<file path="src/design/aspd_regs.svh">
/*
 * Register offsets, field positions and reset values
 * for the serial port block. Assumes byte I/O with 8-bit data.
 */
`ifndef ASPD_REGS_SVH
`define ASPD_REGS_SVH

`define ASPD_OFF_CFG 8'h10
`define ASPD_OFF_TXCS 8'h12
`define ASPD_OFF_RXCS 8'h14
`define ASPD_OFF_RXD 8'h16
`define ASPD_OFF_TXD 8'h18
`define ASPD_OFF_LINK 8'h1F

`define ASPD_CFG_RESET 8'h00
`define ASPD_TXCS_RESET 8'h01
`define ASPD_RXCS_RESET 8'h00

`define ASPD_CFG_LB 7
`define ASPD_CFG_CR_LO 5
`define ASPD_CFG_CS 4
`define ASPD_CFG_P 3
`define ASPD_CFG_EO 2
`define ASPD_CFG_BC_LO 0

`define ASPD_TX_BE 7
`define ASPD_TX_VAL 6
`define ASPD_TX_FRC 4
`define ASPD_TX_BRK 3
`define ASPD_TX_SB 2
`define ASPD_TX_IE 1
`define ASPD_TX_EN 0

`define ASPD_RX_ERR 7
`define ASPD_RX_FE 6
`define ASPD_RX_PE 4
`define ASPD_RX_OVE 3
`define ASPD_RX_CA 2
`define ASPD_RX_IE 1
`define ASPD_RX_EN 0

`define ASPD_LINK_RX 0
`define ASPD_LINK_TX 1

`define ASPD_TXD_DAD_CODE 3'h6

`endif

</file>
<file path="src/design/aspd_pkg.sv">
/*
 * Types for the serial port block.
 * Assumes aspd_regs.svh holds the numeric constants.
 */
package aspd_pkg;

    typedef enum logic [2:0] {
        ASPD_TX_IDLE = 3'h0,
        ASPD_TX_START = 3'h1,
        ASPD_TX_DATA = 3'h3,
        ASPD_TX_PAR = 3'h2,
        ASPD_TX_STOP = 3'h6
    } aspd_tx_state_t;

    typedef enum logic [2:0] {
        ASPD_RX_IDLE = 3'h0,
        ASPD_RX_START = 3'h1,
        ASPD_RX_DATA = 3'h3,
        ASPD_RX_STOP = 3'h2,
        ASPD_RX_HOLD = 3'h6
    } aspd_rx_state_t;

    typedef struct packed {
        logic wr;
        logic rd;
        logic [7:0] addr;
        logic [7:0] wdata;
    } aspd_io_req_t;

    typedef struct packed {
        logic rx_dreq;
        logic tx_dreq;
    } aspd_dma_req_t;

endpackage

</file>
<file path="src/design/aspd_serial_port.sv">
/*
 * Asynchronous serial transmitter/receiver with DMA link requests.
 * Assumes byte I/O strobes of one cycle, synchronous to sys_clk_i,
 * and a serial clock source no faster than a quarter of sys_clk_i.
 */
`timescale 1ns/1ps
`include "aspd_regs.svh"

module aspd_serial_port (
    input wire logic sys_clk_i,
    input wire logic rst_n_i,
    input wire logic io_wr_i,
    input wire logic io_rd_i,
    input wire logic [7:0] io_addr_i,
    input wire logic [7:0] io_wdata_i,
    input wire logic timer_clk_pin_i,
    input wire logic timer_pulse_i,
    input wire logic rx_pin_i,
    output logic [7:0] io_rdata_o,
    output logic tx_pin_o,
    output logic tx_irq_o,
    output logic rx_irq_o,
    output logic rx_dma_req_o,
    output logic tx_dma_req_o
);

    // Reset release through two flops
    logic rst_s1_reg;
    logic rst_n_reg;
    always_ff @(posedge sys_clk_i or negedge rst_n_i) begin
        if (!rst_n_i) begin
            rst_s1_reg <= 1'b0;
            rst_n_reg <= 1'b0;
        end else begin
            rst_s1_reg <= 1'b1;
            rst_n_reg <= rst_s1_reg;
        end
    end

    aspd_pkg::aspd_io_req_t req;
    assign req = '{wr: io_wr_i, rd: io_rd_i, addr: io_addr_i, wdata: io_wdata_i};

    logic [7:0] cfg_reg;
    logic [7:0] txcs_reg;
    logic [7:0] rxcs_reg;
    logic [7:0] rxd_reg;
    logic [7:0] txd_reg;
    logic [1:0] link_reg;

    // Register decode
    wire wr_cfg = req.wr && req.addr == `ASPD_OFF_CFG;
    wire wr_txcs = req.wr && req.addr == `ASPD_OFF_TXCS;
    wire wr_rxcs = req.wr && req.addr == `ASPD_OFF_RXCS;
    wire wr_txd = req.wr && req.addr == `ASPD_OFF_TXD;
    wire wr_link = req.wr && req.addr == `ASPD_OFF_LINK;
    wire rd_rxd = req.rd && req.addr == `ASPD_OFF_RXD;

    wire loop_sel = cfg_reg[`ASPD_CFG_LB];
    wire [1:0] cpb_field = cfg_reg[`ASPD_CFG_CR_LO +: 2];
    wire clk_sel = cfg_reg[`ASPD_CFG_CS];
    wire par_en = cfg_reg[`ASPD_CFG_P];
    wire par_even = cfg_reg[`ASPD_CFG_EO];
    wire [1:0] bc_field = cfg_reg[`ASPD_CFG_BC_LO +: 2];
    wire tx_en = txcs_reg[`ASPD_TX_EN];
    wire rx_en = rxcs_reg[`ASPD_RX_EN];
    wire [3:0] nbits = {2'b00, bc_field} + 4'h5;

    // Serial clock source; sampled as a level, edges found on sys_clk
    wire ser_clk_now = clk_sel ? timer_pulse_i : timer_clk_pin_i;
    logic ser_clk_reg;
    always_ff @(posedge sys_clk_i or negedge rst_n_reg) begin
        if (!rst_n_reg) begin
            ser_clk_reg <= 1'b0;
        end else begin
            ser_clk_reg <= ser_clk_now;
        end
    end
    wire ser_rise = ser_clk_now && !ser_clk_reg;
    wire ser_fall = !ser_clk_now && ser_clk_reg;

    // Prescale length, shared by both directions
    function automatic logic [6:0] cpb_len(input logic [1:0] f);
        unique case (f)
            2'b00: cpb_len = 7'h01;
            2'b01: cpb_len = 7'h10;
            2'b10: cpb_len = 7'h20;
            2'b11: cpb_len = 7'h40;
        endcase
    endfunction
    wire [6:0] bit_len = cpb_len(cpb_field);
    wire [6:0] half_len = (bit_len == 7'h01) ? 7'h01 : {1'b0, bit_len[6:1]};

    // Transmitter
    aspd_pkg::aspd_tx_state_t tx_state_reg;
    logic [6:0] tx_cnt_reg;
    logic [3:0] tx_idx_reg;
    logic [7:0] tx_sh_reg;
    logic tx_par_reg;
    logic tx_force_reg;
    logic tx_line_reg;
    logic tx_stop2_reg;
    wire tx_tick = ser_fall && (tx_cnt_reg == 7'h01);
    wire tx_load = tx_state_reg == aspd_pkg::ASPD_TX_IDLE && tx_en && !txcs_reg[`ASPD_TX_BE];
    // Short characters keep only their low bits
    wire [7:0] tx_mask = 8'hFF >> (4'h8 - nbits);

    always_ff @(posedge sys_clk_i or negedge rst_n_reg) begin
        if (!rst_n_reg) begin
            tx_state_reg <= aspd_pkg::ASPD_TX_IDLE;
            tx_cnt_reg <= 7'h01;
            tx_idx_reg <= 4'h0;
            tx_sh_reg <= 8'h00;
            tx_par_reg <= 1'b0;
            tx_force_reg <= 1'b0;
            tx_line_reg <= 1'b1;
            tx_stop2_reg <= 1'b0;
        end else if (tx_load) begin
            tx_state_reg <= aspd_pkg::ASPD_TX_START;
            tx_cnt_reg <= bit_len;
            tx_sh_reg <= txd_reg & tx_mask;
            tx_par_reg <= ^(txd_reg & tx_mask) ^ ~par_even;
            tx_force_reg <= txcs_reg[`ASPD_TX_FRC];
            tx_stop2_reg <= 1'b0;
            tx_idx_reg <= 4'h0;
        end else if (ser_fall) begin
            tx_cnt_reg <= (tx_cnt_reg == 7'h01) ? bit_len : tx_cnt_reg - 7'h01;
            if (tx_tick) begin
                unique case (tx_state_reg)
                    aspd_pkg::ASPD_TX_IDLE: tx_line_reg <= 1'b1;
                    aspd_pkg::ASPD_TX_START: begin
                        tx_line_reg <= tx_force_reg ? txcs_reg[`ASPD_TX_VAL] : 1'b0;
                        tx_state_reg <= aspd_pkg::ASPD_TX_DATA;
                    end
                    aspd_pkg::ASPD_TX_DATA: begin
                        tx_line_reg <= tx_force_reg ? txcs_reg[`ASPD_TX_VAL] : tx_sh_reg[0];
                        tx_sh_reg <= {1'b0, tx_sh_reg[7:1]};
                        tx_idx_reg <= tx_idx_reg + 4'h1;
                        if (tx_idx_reg == nbits - 4'h1) begin
                            tx_state_reg <= par_en ? aspd_pkg::ASPD_TX_PAR
                                                   : aspd_pkg::ASPD_TX_STOP;
                        end
                    end
                    aspd_pkg::ASPD_TX_PAR: begin
                        tx_line_reg <= tx_force_reg ? txcs_reg[`ASPD_TX_VAL] : tx_par_reg;
                        tx_state_reg <= aspd_pkg::ASPD_TX_STOP;
                    end
                    aspd_pkg::ASPD_TX_STOP: begin
                        tx_line_reg <= tx_force_reg ? txcs_reg[`ASPD_TX_VAL] : 1'b1;
                        tx_stop2_reg <= 1'b1;
                        if (tx_stop2_reg || !txcs_reg[`ASPD_TX_SB]) begin
                            tx_state_reg <= aspd_pkg::ASPD_TX_IDLE;
                        end
                    end
                    default: tx_state_reg <= aspd_pkg::ASPD_TX_IDLE;
                endcase
            end
        end
    end

    // Break overrides everything; disabled and idle both mark
    wire tx_stream = txcs_reg[`ASPD_TX_BRK] ? 1'b0 : tx_line_reg;

    // Receiver input; loopback replaces the pin
    wire rx_in = loop_sel ? tx_stream : rx_pin_i;
    aspd_pkg::aspd_rx_state_t rx_state_reg;
    logic [6:0] rx_cnt_reg;
    logic [3:0] rx_idx_reg;
    logic [8:0] rx_sh_reg;
    logic rx_prev_reg;
    // In x1 mode each rising edge is a mid-bit sample point
    wire rx_step = ser_rise && (rx_cnt_reg == 7'h01);
    wire [3:0] rx_total = nbits + {3'b000, par_en};
    wire rx_done = rx_step && rx_state_reg == aspd_pkg::ASPD_RX_STOP;

    // Assembled byte: data, parity above, ones filling
    logic [7:0] rx_byte;
    logic [8:0] rx_fill;
    // Only the newest rx_total bits belong to this character; older ones drop out
    wire [8:0] rx_bits = rx_sh_reg >> (4'h9 - rx_total);
    assign rx_fill = rx_bits | (9'h1FF << rx_total);
    assign rx_byte = rx_fill[7:0];
    // Parity over received bits only, so an odd count of fill ones cannot skew it
    wire rx_par_bad = par_en && (^rx_bits ^ ~par_even);
    wire rx_frm_bad = !rx_in;

    always_ff @(posedge sys_clk_i or negedge rst_n_reg) begin
        if (!rst_n_reg) begin
            rx_state_reg <= aspd_pkg::ASPD_RX_IDLE;
            rx_cnt_reg <= 7'h01;
            rx_idx_reg <= 4'h0;
            rx_sh_reg <= 9'h000;
            rx_prev_reg <= 1'b1;
        end else if (!rx_en) begin
            rx_state_reg <= aspd_pkg::ASPD_RX_IDLE;
            rx_prev_reg <= 1'b1;
        end else if (ser_rise) begin
            rx_prev_reg <= rx_in;
            rx_cnt_reg <= (rx_cnt_reg == 7'h01) ? bit_len : rx_cnt_reg - 7'h01;
            unique case (rx_state_reg)
                aspd_pkg::ASPD_RX_IDLE: begin
                    // In x1 the detecting edge is already mid start bit; no half-bit wait
                    if (rx_prev_reg && !rx_in) begin
                        rx_state_reg <= (bit_len == 7'h01) ? aspd_pkg::ASPD_RX_DATA
                                                           : aspd_pkg::ASPD_RX_START;
                        rx_idx_reg <= 4'h0;
                        rx_cnt_reg <= half_len;
                    end
                end
                aspd_pkg::ASPD_RX_START: begin
                    if (rx_step) begin
                        rx_state_reg <= rx_in ? aspd_pkg::ASPD_RX_IDLE
                                              : aspd_pkg::ASPD_RX_DATA;
                        rx_idx_reg <= 4'h0;
                    end
                end
                aspd_pkg::ASPD_RX_DATA: begin
                    if (rx_step) begin
                        rx_sh_reg <= {rx_in, rx_sh_reg[8:1]};
                        rx_idx_reg <= rx_idx_reg + 4'h1;
                        if (rx_idx_reg == rx_total - 4'h1) begin
                            rx_state_reg <= aspd_pkg::ASPD_RX_STOP;
                        end
                    end
                end
                aspd_pkg::ASPD_RX_STOP: begin
                    if (rx_step) begin
                        rx_state_reg <= rx_frm_bad ? aspd_pkg::ASPD_RX_HOLD
                                                   : aspd_pkg::ASPD_RX_IDLE;
                        rx_cnt_reg <= half_len;
                    end
                end
                aspd_pkg::ASPD_RX_HOLD: begin
                    if (rx_step) begin
                        rx_state_reg <= aspd_pkg::ASPD_RX_IDLE;
                    end
                end
                default: rx_state_reg <= aspd_pkg::ASPD_RX_IDLE;
            endcase
        end
    end

    // Receive status; a load in the same cycle as a read wins
    logic [7:0] rxcs_next;
    always_comb begin
        rxcs_next = rxcs_reg;
        if (wr_rxcs) begin
            rxcs_next[`ASPD_RX_EN] = req.wdata[`ASPD_RX_EN];
            rxcs_next[`ASPD_RX_IE] = req.wdata[`ASPD_RX_IE];
            rxcs_next[`ASPD_RX_PE] = req.wdata[`ASPD_RX_PE] & rxcs_reg[`ASPD_RX_PE];
            rxcs_next[`ASPD_RX_OVE] = req.wdata[`ASPD_RX_OVE] & rxcs_reg[`ASPD_RX_OVE];
        end
        if (rd_rxd) begin
            rxcs_next[`ASPD_RX_CA] = 1'b0;
        end
        if (rx_done) begin
            rxcs_next[`ASPD_RX_CA] = 1'b1;
            rxcs_next[`ASPD_RX_FE] = rx_frm_bad;
            if (rx_par_bad) begin
                rxcs_next[`ASPD_RX_PE] = 1'b1;
            end
            if (rxcs_reg[`ASPD_RX_CA] && !rd_rxd) begin
                rxcs_next[`ASPD_RX_OVE] = 1'b1;
            end
        end
        rxcs_next[5] = 1'b0;
        rxcs_next[`ASPD_RX_ERR] = rxcs_next[`ASPD_RX_PE] | rxcs_next[`ASPD_RX_OVE]
                                  | rxcs_next[`ASPD_RX_FE];
    end

    // Transmit status; buffer empty set by the load into the shifter
    logic [7:0] txcs_next;
    always_comb begin
        txcs_next = txcs_reg;
        if (wr_txcs) begin
            txcs_next[6:0] = {req.wdata[6], 1'b0, req.wdata[4:0]};
        end
        if (tx_load) begin
            txcs_next[`ASPD_TX_BE] = 1'b1;
        end else if (wr_txd) begin
            txcs_next[`ASPD_TX_BE] = 1'b0;
        end
    end

    always_ff @(posedge sys_clk_i or negedge rst_n_reg) begin
        if (!rst_n_reg) begin
            cfg_reg <= `ASPD_CFG_RESET;
            txcs_reg <= `ASPD_TXCS_RESET | (8'h01 << `ASPD_TX_BE);
            rxcs_reg <= `ASPD_RXCS_RESET;
            rxd_reg <= 8'h00;
            txd_reg <= 8'h00;
            link_reg <= 2'b00;
        end else begin
            if (wr_cfg) begin
                cfg_reg <= req.wdata;
            end
            if (wr_link) begin
                link_reg <= req.wdata[`ASPD_LINK_TX:`ASPD_LINK_RX];
            end
            if (wr_txd) begin
                txd_reg <= req.wdata;
            end
            if (rx_done) begin
                rxd_reg <= rx_byte;
            end
            txcs_reg <= txcs_next;
            rxcs_reg <= rxcs_next;
        end
    end

    // Read mux and registered outputs
    wire [7:0] rd_mux = (req.addr == `ASPD_OFF_CFG) ? cfg_reg :
                        (req.addr == `ASPD_OFF_TXCS) ? txcs_reg :
                        (req.addr == `ASPD_OFF_RXCS) ? rxcs_reg :
                        (req.addr == `ASPD_OFF_RXD) ? rxd_reg :
                        (req.addr == `ASPD_OFF_LINK) ? {6'h00, link_reg} : 8'h00;
    aspd_pkg::aspd_dma_req_t dreq;
    // Requests level-driven by data state; DMA side ignores unused address fields
    assign dreq = '{rx_dreq: link_reg[`ASPD_LINK_RX] & rxcs_reg[`ASPD_RX_CA],
                    tx_dreq: link_reg[`ASPD_LINK_TX] & txcs_reg[`ASPD_TX_BE]};

    always_ff @(posedge sys_clk_i or negedge rst_n_reg) begin
        if (!rst_n_reg) begin
            io_rdata_o <= 8'h00;
            tx_pin_o <= 1'b1;
            tx_irq_o <= 1'b0;
            rx_irq_o <= 1'b0;
            rx_dma_req_o <= 1'b0;
            tx_dma_req_o <= 1'b0;
        end else begin
            io_rdata_o <= req.rd ? rd_mux : 8'h00;
            tx_pin_o <= tx_stream;
            tx_irq_o <= txcs_reg[`ASPD_TX_IE] & txcs_reg[`ASPD_TX_BE];
            rx_irq_o <= rxcs_reg[`ASPD_RX_IE] & (rxcs_reg[`ASPD_RX_CA]
                                                 | rxcs_reg[`ASPD_RX_ERR]);
            rx_dma_req_o <= dreq.rx_dreq;
            tx_dma_req_o <= dreq.tx_dreq;
        end
    end

endmodule

</file>
<file path="config.mk">
export PLATFORM = sky130hd
export DESIGN_NAME = aspd_serial_port
export DESIGN_NICKNAME = d
export VERILOG_FILES = /design/src/design/aspd_pkg.sv /design/src/design/aspd_serial_port.sv
export VERILOG_INCLUDE_DIRS = /design/src /design/src/design
export SDC_FILE = /design/constraint.sdc
export NUM_CORES = 1
export LEC_CHECK = 0
export CORE_UTILIZATION = 58
export DETAILED_ROUTE_END_ITERATION = 10
export DONT_BUFFER_PORTS = 1
export PLACE_DENSITY_LB_ADDON = 0.25
export SKIP_CTS_REPAIR_TIMING = 1
export SLEW_MARGIN = 20
export SYNTH_ARGS = -nofsm -noshare
export SYNTH_HDL_FRONTEND = slang
export SYNTH_SLANG_ARGS = --single-unit
</file>
<file path="constraint.sdc">
create_clock -name sys_clk_i -period 3.15 [get_ports sys_clk_i]
set_input_delay 0.63 -clock sys_clk_i [delete_from_list [all_inputs] [get_ports sys_clk_i]]
set_output_delay 0.63 -clock sys_clk_i [all_outputs]
set_load 0.05 [all_outputs]
</file>
==> qor.yml <==
outcome:
  status: "finished, final reports clean"
synth:
  yosysWarningCount: 0
  synth_edf_count: 0
  synth-seq-cells: 106
  netlist.top_cell.by_area: "dfrtp_1"
  synth_ff_type: "dfrtp_1"
  yosysMostFrequentCell: "dfrtp_1"
  netlist_area_mm2: 0.00594
  synth-async-reset-ratio_pct: 100
  synth.top_cells.by_area: "dfrtp_1 (42%), nand2_1 (4.3%), mux2_1 (3.4%), dfstp_2 (3.1%), o21ai_0 (3.0%)"
  syn_area_per_cell_um2: 10.0
  postSynthCellCount: 592
  synth.distinct_cells: 77
  synth_fp_nets: 629
  synth_common_cells: "dfrtp_1 (99), nand2_1 (68), nor2_1 (41)"
  synth_top_area_share_pct: 41.7
  ys_seq_area_share_pct: 44.8
critical_path:
  regToRegSetupSlack_ns: 0.19
  crit_fanout: 4
  rr_endpoint: "rx_state_reg[2]"
  cp-start-kind: "flip-flop"
  cp_cell_sequence: "inv_1 -> ha_1 -> inv_1 -> fa_1 -> and2b_1 -> ha_1 -> xor2_1 -> a41oi_1 -> nor4b_4 -> mux2i_1 -> nor2b_1"
  crit_slowest_cell: "fa_1"
  crit_start: "cfg_reg[0]"
  worstSetupPathType: "reg -> reg"
  crit_family: "adder cells"
  crit_buf_inv: 2
  required_ns: 3.43
  worstPathArrival_ns: 3.24
  r2r_cells: 11
  critPathMaxStageDelay_ns: 0.53
  end_kind: "flip-flop"
  r2r_start: "cfg_reg[0]"
clock_network:
  cts_made_buffers: 9
  clock-root-buffer: "clkbuf_8"
  insertion_delay_ns: 0.39
  cts_sinks: 106
  clk_path_buf_depth: 2
  cts_max_level: 3
  cts_tree: "built"
  path_clk_slew_ns: 0.11
grt:
  grt_pass1_wl_mm: 20.5
  use_met1_pct: 34.3
  grtUsageTotal_pct: 25.6
  overflow: 0
  met3_usage_pct: 6.18
  antenna_found_initial: 0
  use_met2_pct: 41.1
  grt_max_degree: 57
  grt.busiest_layer: "met2"
  grt_pass1_vias: 4103
floorplan:
  initial_core_util_pct: 60.2
  die_area_mm2: 0.0106
  fp.dieW_um: 103
  fp.dieH_um: 103
  ios: 36
  row_count: 36
  core_area_mm2: 0.00986
route:
  routed_wl_mm: 12.7
  wire_per_inst_um: 17.5
  drc: 0
  first_pass_iters: 5
  antenna_left: 0
  vias: 4389
  via_per_inst: 6.07
  drt_iter0_markers: 271
placement:
  dp_slack_ns: 0.196
  hpwl_mm: 9.35
  placed_area_mm2: 0.00606
  dp_cells: 706
  portBuffers: 0
  gp_congestion: 0.857
power:
  peakVddDrop_mv: 0.324
  power_density_mw_per_mm2: 509
  p_seq_share_pct: 54.1
  leakage_nw: 2.72
  power.share.clock_pct: 24.6
  intPower_mw: 2.12
  combPwrFrac_pct: 21.3
  swShare_pct: 33.3
  p_sw_mw: 1.06
sta:
  rsz0062_at_grt: "no"
  fin_worst_skew_ns: 0.0126
  layout_min_cycle_time_ns: 2.96
  worstMarginPinSlew_ns: 0.693
  period_share_pct: 94.0
  setup_slack_ns: 0.190
  tns_ns: 0
  max_freq_mhz: 338
  report.final.slew_viol_count: 0
  setup_viol: 0
  hold_viol_final: 0
  slew_headroom_pct: 53.8
min_path:
  hold_end: "cfg_reg[1]"
  hold_start: "io_wdata_i[1]"
  holdCritPathClass: "in -> reg"
  holdPathStages: 2
cells_and_area:
  utilization_pct: 63.3
  layout.nets: 622
  final_cell_area_mm2: 0.00625
  n_antenna_cell: 0
  layout-area-overhead-vs-synth_pct: 5.18
  drive_gt1_share_pct: 12.4
  largest_register_ffs: 9
  nFillCells: 815
  fin_cells: 723
job:
  max-cap-violations: 0
[worst max path at each step]
stage                           end  slack (ns)  depth (start not counted)
floorplan           rx_state_reg[0]        0.31                         12
global placement    rx_state_reg[0]        0.36                         11
detailed placement  rx_state_reg[1]        0.20                         11
CTS                 rx_state_reg[1]        0.18                         11
global route        rx_state_reg[0]        0.03                         11
finish              rx_state_reg[2]        0.19                         11
[power by group through the flow]
| stage | combinational [mW] | sequential (mW) | clock [mW] |
|---|---|---|---|
| floorplan | 0.582 | 1.67 | 0 |
| global placement | 0.649 | 1.74 | 0 |
| detailed placement | 0.672 | 1.74 | 0 |
| CTS | 0.676 | 1.72 | 0.806 |
| global route | 0.764 | 1.75 | 0.853 |
| finish | 0.676 | 1.72 | 0.781 |
[per-stage QoR]
| step | hold slack, ns | power [mW] |
|---|---|---|
| after floorplan | 0.331 | 2.26 |
| after global placement | 0.334 | 2.39 |
| after detailed placement | 0.334 | 2.42 |
| after CTS | -0.0792 | 3.20 |
| after global routing | 0.350 | 3.36 |
| final | 0.355 | 3.18 |
[kinds of logic (layout without fill, tap and decap cells)]
group	count (synthesis)	after routing	synth area share (%)
flops	106	106	44.8
mux	55	55	11.1
compound gates	148	148	16.2
fa+ha+maj	14	14	3.08
other cells	1	1	0.0632
buf+inv	51	49	3.71
xor+xnor	28	28	4.13
simple gates	189	189	16.9
[worst reg2reg max path, delay by kind of cell, from the launching register on]
family	cells	cell delay [ns]
fa+ha+maj	3	0.99
simple gates	3	0.69
flops	1	0.38
mux	1	0.24
compound gates	1	0.19
buf+inv	2	0.18
xor+xnor	1	0.18
[cell usage in the layout, fill, tap and decap left out, types with 11 or more instances in the layout]
| cell type | instances |
|---|---|
| dfrtp_1 | 98 |
| xnor2_1 | 16 |
| o21ai_1 | 12 |
| nor2b_1 | 14 |
| mux2_1 | 18 |
| nor2_1 | 41 |
| xor2_1 | 12 |
| o21ai_0 | 36 |
| inv_1 | 21 |
| a22oi_1 | 16 |
| a21oi_1 | 27 |
| a211oi_1 | 11 |
| mux2_2 | 14 |
| nand2_1 | 68 |
| ha_1 | 13 |
| mux2i_1 | 14 |
[area by class of cell]
type                       instances  area, um^2  area share (%)
clock buffer                      10         128            2.04
timing repair buffer              11        97.6            1.56
tap                              133         166            2.66
sequential                       106        2670            42.7
inverter                          22        82.6            1.32
clock inverter                     6        50.0           0.801
multi-input combinational        435        3060            48.9
[routing by layer]
| metal | vias up | routed length [um] |
|---|---|---|
| li1 | 2096 | - |
| met1 | 2160 | 5780 |
| met2 | 115 | 5980 |
| met3 | 18 | 688 |
| met4 | 0 | 220 |
| met5 | - | 0 |
(Power assumes the default switching activity.)
